<file path="config.mk">
export PLATFORM = sky130hd
export DESIGN_NAME = pll_clock_ctrl
export DESIGN_NICKNAME = d
export VERILOG_FILES = /design/src/clkctl_pkg.sv /design/src/clkdiv_if.sv /design/src/core_clk_divider.sv /design/src/pll_clock_ctrl.sv
export SDC_FILE = /design/constraint.sdc
export NUM_CORES = 1
export LEC_CHECK = 0
export BUFFER_PORTS_ARGS = -buffer_cell sky130_fd_sc_hd__buf_2
export CAP_MARGIN = 10
export CORE_MARGIN = 8
export CORE_UTILIZATION = 42
export DETAILED_ROUTE_END_ITERATION = 10
export PLACE_DENSITY = 0.87
export SYNTH_ARGS = -nofsm -noshare
export SYNTH_HDL_FRONTEND = slang
export SYNTH_SLANG_ARGS = --single-unit
</file>
<file path="constraint.sdc">
create_clock -name pclk -period 1.95 [get_ports pclk]
set_clock_uncertainty 0.2 [all_clocks]
set_input_delay 0.39 -clock pclk [delete_from_list [all_inputs] [get_ports pclk]]
set_output_delay 0.39 -clock pclk [all_outputs]
set_load 0.05 [all_outputs]
</file>
<file path="src/clkctl_pkg.sv">
// package: register map, field positions, reset values and timing for the clock control block
package clkctl_pkg;
    // ****************************************
    // register map
    // ****************************************
    localparam logic [11:0] pll_clock_control_addr = 12'h000;
    localparam logic [31:0] unmapped_read = 32'h0000_0000;
    // ****************************************
    // field positions
    // ****************************************
    localparam int osc_halt_bit = 7;
    localparam int lock_bit = 6;
    localparam int reserved_bit = 5;
    localparam int ext_access_bit = 4;
    localparam int fast_irq_bit = 3;
    localparam int div_lsb = 0;
    localparam int div_width = 3;
    localparam logic [2:0] div_default = 3'h3;
    localparam logic [2:0] div_fastest = 3'h0;
    localparam logic [2:0] div_slowest = 3'h7;
    localparam logic [7:0] ctrl_reset = 8'h03;
    localparam int pll_multiplier = 384;
endpackage : clkctl_pkg

</file>
<file path="src/clkdiv_if.sv">
// interface: divider setting between control logic and the core clock enable divider
interface clkdiv_if;
    logic [2:0] div_sel;
    logic core_clk_en;
    modport ctrl (output div_sel, input core_clk_en);
    modport div (input div_sel, output core_clk_en);
endinterface : clkdiv_if

</file>
<file path="src/core_clk_divider.sv">
// module: binary divider producing the core clock enable pulse from the pll clock
module core_clk_divider (
    // clock and reset
    input wire logic pclk,
    input wire logic presetn,
    // divider link
    clkdiv_if.div link
);
    import clkctl_pkg::*;

    logic [6:0] count;
    logic [6:0] mask;

    // a code of n makes a pulse every 2^n pll clocks
    assign mask = 7'((8'h01 << link.div_sel) - 8'h01);
    assign link.core_clk_en = ((count & mask) == 7'h00);

    always_ff @(posedge pclk or negedge presetn) begin
        if (!presetn) begin
            count <= 7'h00;
        end else begin
            count <= count + 7'h01; // [RQ11]
        end
    end
endmodule : core_clk_divider

</file>
<file path="src/pll_clock_ctrl.sv">
// module: pll and core clock control register with apb slave
// Operation
// RQ1 - halt bit set stops oscillator in power-down
// RQ2 - halt bit clear keeps oscillator running
// RQ3 - lock bit is read-only
// RQ4 - lock bit sets when pll tracks crystal
// RQ5 - lock bit clears when pll not tracking
// RQ6 - software polls lock after wake-up
// RQ7 - bit 4 returns ext access pin at reset
// RQ8 - fast bit runs interrupts at fastest clock
// RQ9 - after interrupt return, divider clock resumes
// RQ10 - fast bit clear, interrupts use divider clock
// RQ11 - three-bit divider, 000 fastest, default 011
// RQ12 - pll locks at 384 times crystal
// RQ13 - bit 5 reserved, reads zero
//
// The APB slave port and the register offsets are this design's own decisions.
module pll_clock_ctrl (
    // apb
    input wire logic pclk,
    input wire logic presetn,
    input wire logic psel,
    input wire logic penable,
    input wire logic pwrite,
    input wire logic [11:0] paddr,
    input wire logic [31:0] pwdata,
    input wire logic [3:0] pstrb,
    output logic [31:0] prdata,
    output logic pready,
    output logic pslverr,
    // pins and pll status
    input wire logic ext_access_pin,
    input wire logic pll_tracking,
    // core side
    input wire logic powerdown,
    input wire logic irq_active,
    output logic osc_enable,
    output logic core_clk_en,
    output logic [2:0] core_clk_div_eff
);
    import clkctl_pkg::*;

    // ****************************************
    // pin synchronisers
    // ****************************************
    logic pin_s1;
    logic pin_s2;
    logic lock_s1;
    logic lock_s2;

    // both inputs are asynchronous, so nothing but the second stage is read
    always_ff @(posedge pclk or negedge presetn) begin
        if (!presetn) begin
            pin_s1 <= 1'b0;
            pin_s2 <= 1'b0;
            lock_s1 <= 1'b0;
            lock_s2 <= 1'b0;
        end else begin
            pin_s1 <= ext_access_pin;
            pin_s2 <= pin_s1;
            lock_s1 <= pll_tracking; // [RQ4] [RQ5]
            lock_s2 <= lock_s1;
        end
    end

    // ****************************************
    // pin capture after reset
    // ****************************************
    // the pin is caught once, after the synchroniser has refilled; later pin
    // changes are ignored until the next reset
    typedef enum logic [3:0] {
        cap_fill0 = 4'b0001,
        cap_fill1 = 4'b0010,
        cap_take = 4'b0100,
        cap_done = 4'b1000
    } capture_state_t;

    capture_state_t capture_state;
    capture_state_t next_capture_state;
    logic latched_ext_access_pin;
    logic next_latched_ext_access_pin;

    always_comb begin
        next_capture_state = capture_state;
        next_latched_ext_access_pin = latched_ext_access_pin;
        case (capture_state)
            cap_fill0: begin
                next_capture_state = cap_fill1;
            end
            cap_fill1: begin
                next_capture_state = cap_take;
            end
            cap_take: begin
                next_latched_ext_access_pin = pin_s2; // [RQ7]
                next_capture_state = cap_done;
            end
            cap_done: begin
                next_capture_state = cap_done;
            end
            default: begin
                next_capture_state = cap_fill0;
            end
        endcase
    end

    always_ff @(posedge pclk or negedge presetn) begin
        if (!presetn) begin
            capture_state <= cap_fill0;
            latched_ext_access_pin <= 1'b0;
        end else begin
            capture_state <= next_capture_state;
            latched_ext_access_pin <= next_latched_ext_access_pin;
        end
    end

    // ****************************************
    // control register
    // ****************************************
    logic osc_halt_in_powerdown;
    logic fast_irq_clock;
    logic [2:0] core_clk_div;
    logic hit;
    logic access_phase;
    logic wr_en;
    logic rd_setup;
    logic next_osc_halt_in_powerdown;
    logic next_fast_irq_clock;
    logic [2:0] next_core_clk_div;

    assign hit = (paddr == pll_clock_control_addr);
    assign access_phase = psel && penable;
    // lane 0 carries the whole register, so a write without it changes nothing
    assign wr_en = access_phase && pwrite && hit && pstrb[0];
    assign rd_setup = psel && !penable && !pwrite;

    // lock, reserved and pin bits take no write data [RQ3] [RQ13]
    assign next_osc_halt_in_powerdown = wr_en ? pwdata[osc_halt_bit] : osc_halt_in_powerdown;
    assign next_fast_irq_clock = wr_en ? pwdata[fast_irq_bit] : fast_irq_clock;
    assign next_core_clk_div = wr_en ? pwdata[div_lsb +: div_width] : core_clk_div; // [RQ11]

    always_ff @(posedge pclk or negedge presetn) begin
        if (!presetn) begin
            osc_halt_in_powerdown <= ctrl_reset[osc_halt_bit];
            fast_irq_clock <= ctrl_reset[fast_irq_bit];
            core_clk_div <= div_default; // [RQ11]
        end else begin
            osc_halt_in_powerdown <= next_osc_halt_in_powerdown;
            fast_irq_clock <= next_fast_irq_clock;
            core_clk_div <= next_core_clk_div;
        end
    end

    // ****************************************
    // read path
    // ****************************************
    // unused and reserved positions read zero
    function automatic logic [7:0] pack_view(
        input logic halt,
        input logic locked,
        input logic pin,
        input logic fast,
        input logic [2:0] div
    );
        logic [7:0] view;
        view = 8'h00; // [RQ13]
        view[osc_halt_bit] = halt;
        view[lock_bit] = locked; // [RQ4] [RQ5]
        view[ext_access_bit] = pin; // [RQ7]
        view[fast_irq_bit] = fast;
        view[div_lsb +: div_width] = div;
        return view;
    endfunction : pack_view

    logic [7:0] reg_view;
    logic [31:0] next_prdata;
    assign reg_view = pack_view(osc_halt_in_powerdown, lock_s2, latched_ext_access_pin,
        fast_irq_clock, core_clk_div);
    assign next_prdata = hit ? {24'h00_0000, reg_view} : unmapped_read;

    // zero wait states; unmapped addresses read zero and report an error
    assign pready = 1'b1;
    assign pslverr = access_phase && !hit;

    // read data is taken at the setup edge, so it already stands in the access phase
    always_ff @(posedge pclk or negedge presetn) begin
        if (!presetn) begin
            prdata <= 32'h0000_0000;
        end else if (rd_setup) begin
            prdata <= next_prdata;
        end
    end

    // ****************************************
    // clocking
    // ****************************************
    // the pll (x384 of the crystal) is modelled as pclk itself [RQ12]
    assign osc_enable = !(powerdown && osc_halt_in_powerdown); // [RQ1] [RQ2]

    logic fast_active;
    logic [2:0] next_div;
    // fast mode only while an interrupt is serviced; the plain setting returns after it
    assign fast_active = fast_irq_clock && irq_active; // [RQ8] [RQ10]
    assign next_div = fast_active ? div_fastest : core_clk_div; // [RQ8] [RQ9]

    always_ff @(posedge pclk or negedge presetn) begin
        if (!presetn) begin
            core_clk_div_eff <= div_default;
        end else begin
            core_clk_div_eff <= next_div;
        end
    end

    clkdiv_if link ();
    assign link.div_sel = core_clk_div_eff;
    assign core_clk_en = link.core_clk_en;

    core_clk_divider u_div (
        .pclk(pclk),
        .presetn(presetn),
        .link(link)
    );
endmodule : pll_clock_ctrl

</file>
; ---- Yosys cells after proc, flatten, opt, wreduce, memory -nomap -nowiden
; Cells that the tools add are included.
[op_classes]
bitwise = 1
reduce_logical = 16
shifts = 1
addsub = 2
mux = 3
n_eq_ne = 4
[ops]
columns = cell, n
row1 = $logic_not 12->1, 1
row2 = $pmux 4 s3, 1
row3 = $logic_and 1x1->1, 9
row4 = $mux 8, 1
row5 = $add 7x1->7 const B, 1
row6 = $and 7x7->7, 1
row7 = $logic_not 7->1, 1
row8 = $shl 1x3->7 const A, 1
row9 = $sub 7x1->7 const B, 1
row10 = $eq 4x1->1 const B, 1
row11 = $eq 4x2->1 const B, 1
row12 = $eq 4x3->1 const B, 1
row13 = $eq 4x4->1 const B, 1
row14 = $logic_not 1->1, 4
row15 = $mux 3, 1
row16 = $reduce_or 2->1, 1
[word_totals]
inputBits = 57
wordCells = 39
reg_bits = 56

; ---- Longest topological paths before layout
[depth]
depth_word = 4
mapped_depth = 4

; ---- By module
; Synthesis repeated with hierarchy kept, for this count alone.
[unflattened]
cells_unflattened = 128
hier_area_um2 = 1470.2
[by_module_without_submodules]
columns = mod, cells_each, area_each_um2, n_inst
row1 = pll_clock_ctrl, 100, 1161.1, 1
row2 = core_clk_divider, 28, 309.0, 1

; ---- Worst setup path after synthesis
; OpenSTA, ideal clock, no wires.
[synth_path]
path_type = register -> output
from = reg u_div.count[0]
to = out core_clk_en
path_slack_ps = -391
stages_incl_launch_ff = 3
path_buffers = 0
t_required_ps = 1360
arrival_time_ps = 1751
path_cell_list = dfrtp_1 or4_1 a22oi_1
[synth_via]
elab_chain_len = 2
[synth_lines]
columns = item, line
row1 = start: declaration, core_clk_divider.sv:11  ; logic [6:0] count;
row2 = start signal: assignment, core_clk_divider.sv:22  ; count <= count + 7'h01;
row3 = $and 7x7->7, core_clk_divider.sv:16  ; assign link.core_clk_en = ((count & mask) == 7'h00);
row4 = $logic_not 7->1, core_clk_divider.sv:16
row5 = end: declaration, pll_clock_ctrl.sv:38  ; output logic core_clk_en,
; No other way between the ends.

; ---- Worst setup path in the final report
; Same ends and word-level chain as after synthesis.

==> reports/qor.yml <==
via_per_inst: 4.26
whs_ps: 105
arrival_ps: 1590
postSynthAreaPerCell_um2: 11.5
num-fill-cells: 300
grt_pass1_wl_mm: 4.47
port_buffers: 39
die-area_um2: 5680
syn_area_um2: 1480
via_count: 985
cellPowerDensity_nw_per_um2: 728
cts-root-buf: "clkbuf_4"
worstPathMaxFanout: 2
end_kind: "output pin"
p_comb_share_pct: 13.8
ant_nets: 0
die_y_um: 75.3
place_congestion: 0.801
irDropWorstVdd_v: 0.000607
seq_area_frac_synth_pct: 52.9
tritoncts: "yes"
start_util_pct: 44.0
p_leak_uw: 0.000907
seq_area_um2: 782
switching_share_pct: 26.2
area_growth_pct: 23.9
drive_gt1_share_pct: 40.0
setup_tns_ps: -234
violations: "setup timing"
cts_buffers: 5
clk_path_buf_depth: 2
drc: 0
wl_mm: 3.02
drv_slew: 0
finalSetupViolations: 1
tightest_slew_ps: 631
num_io_pins: 96
yosysWarningCount: 0
finish.utilization_pct: 54.5
ys_types: 27
cap_violations: 0
detail_route.first_pass.iterations: 4
relSlewSlack_pct: 58.0
overflow: 0
grt_pass1_vias: 1020
crit_path_start_kind: "register"
htree_levels: 2
dpl.hpwl_mm: 2.53
fmax_ghz: 0.458
antenna_cells: 0
p_sw_uw: 349
seq_power_share_pct: 48.7
final_nets: 242
synth-seq-cells: 31
drt-initial-drc-count: 27
min_period_ps: 2180
hold_viol: 0
core_um2: 3360
multi_input_area_um2: 591
finalWorstSetupSlack_ps: -234
grt_max_degree: 32
p_int_uw: 986
clk_latency_ps: 310
clk_pin_slew_ps: 90
rows: 21
wl_per_cell_um: 13.1
grt_usage_pct: 10.6
cts.sinks: 31
rsz0062_at_grt: "yes"
postSynthCellCount: 129
fin_crit_sh_pct: 112
hold_path.class: "in -> reg"
critPathKind: "reg -> out"
status: "finished with violations"
pwr-share-clk_pct: 37.5
antenna_found_initial: 0
die_w_um: 75.3
critPathRequiredTime_ps: 1360
-- critical path, stage by stage (launching register included) --
cell and delay (ps):
dfrtp_1 380, or4_4 530, a22oi_2 200, buf_6 180
-- placed cells by master, fill, tap and decap left out, types with 2 or more instances in the layout --
master | synthesis | layout
buf_2 | 0 | 37
conb_1 | 2 | 26
dfrtp_1 | 26 | 26
nand2_1 | 16 | 16
o21ai_0 | 10 | 10
buf_4 | 26 | 9
mux2_2 | 5 | 5
dfstp_2 | 5 | 5
clkbuf_4 | 0 | 5
nand3_1 | 4 | 4
xnor2_1 | 4 | 4
and2_1 | 3 | 3
nor4b_1 | 3 | 3
inv_1 | 3 | 3
nor4_4 | 3 | 3
dlygate4sd3_1 | 0 | 3
and3_1 | 3 | 2
nor3_1 | 2 | 2
xor2_1 | 2 | 2
a21oi_1 | 2 | 2
buf_6 | 0 | 2
-- path summary, 6_finish.rpt --
path | cells past startpoint | endpoint | start | slack, ps
worst max-delay path | 3 | core_clk_en | u_div.count[0] | -230
worst min-delay path | 2 | osc_halt_in_powerdown | pwdata[7] | 100
worst max register to register | 2 | latched_ext_access_pin | capture_state[1] | 480
worst min register to register | 0 | pin_s2 | pin_s1 | 160
max in group asynchronous | 2 | lock_s2 | presetn | 680
min in group asynchronous | 2 | prdata[6] | presetn | 450
-- sequential cells by signal, summed over array words and instances, names as in the netlist --
name	cells
prdata	7
u_div.count	7
capture_state	4
core_clk_div	3
core_clk_div_eff	3
fast_irq_clock	1
latched_ext_access_pin	1
lock_s1	1
lock_s2	1
osc_halt_in_powerdown	1
pin_s1	1
pin_s2	1
-- cell type report --
| type | instances | area share (%) |
|---|---|---|
| clock buffers | 6 | 2.80 |
| inverters | 3 | 0.614 |
| well taps | 46 | 3.14 |
| flip-flops and latches | 31 | 42.7 |
| clock inverters | 2 | 1.91 |
| multi-input cells | 92 | 32.2 |
| repair buffers | 51 | 16.7 |
-- through the flow --
stage               total power [µW]  instances  setup WS [ps]  area, µm²
global placement                 835        220           27.3       1700
floorplan                        827        153          -88.8       1570
finish                          1340        231           -234       1830
global route                    1390        231           -327       1830
detailed placement               838        220           25.6       1700
CTS                             1340        231           -248       1820
-- routing by layer --
layer	vias to the layer above	global-route usage (%)	share of wire [%]
li1	493	-	-
met1	459	10.0	36
met2	29	19.7	55
met3	4	4.21	7.7
met4	0	4.48	1.3
met5	-	0	0
-- cell usage after synthesis --
library cell / n / area [µm²]
nor4b_1: 3 / 26.3
nand4_4: 1 / 21.3
o211ai_1: 1 / 7.51
nand2_1: 16 / 60.1
inv_1: 3 / 11.3
a21oi_1: 2 / 10.0
dfstp_2: 5 / 131
xor2_1: 2 / 17.5
mux2_1: 1 / 11.3
mux2_2: 5 / 56.3
nor3_1: 2 / 10.0
and4_1: 1 / 8.76
a22oi_1: 1 / 7.51
xnor2_1: 4 / 35.0
clkbuf_1: 1 / 3.75
nor4_4: 3 / 63.8
nand3_1: 4 / 20.0
dfrtp_1: 26 / 651
and3_1: 3 / 18.8
conb_1: 2 / 7.51
or4_1: 1 / 7.51
ha_1: 1 / 12.5
buf_4: 26 / 195
and2_1: 3 / 18.8
o21ai_0: 10 / 50.1
nor3b_1: 1 / 7.51
or3b_2: 1 / 8.76
-- timing repair --
action | CTS | global route
setup endpoints to repair | 1 | 2
hold buffers | 3 | 0
endpoints found under the hold margin | 28 | 0
gates resized for setup | 2 | 5
pin swaps | 0 | 5
buffers inserted | 0 | 0
-- power by group through the flow --
| stage | sequential, µW | clock, µW | combinational [µW] |
|---|---|---|---|
| finish | 650 | 501 | 185 |
| global placement | 662 | 0 | 173 |
| detailed placement | 662 | 0 | 176 |
| global route | 650 | 544 | 194 |
| CTS | 650 | 512 | 181 |
| floorplan | 662 | 0 | 165 |
-- kinds of logic after synthesis --
| group | count (synthesis) | share of synthesized area (%) |
|---|---|---|
| AOI/OAI and AO/OA | 14 | 5.08 |
| other | 2 | 0.508 |
| adders and majority gates | 1 | 0.846 |
| buffers and inverters | 30 | 14.2 |
| muxes | 6 | 4.57 |
| DFF | 31 | 52.9 |
| and+or+nand+nor | 39 | 18.4 |
| xor gates and xnor gates | 6 | 3.55 |
(Power assumes the default switching activity.)
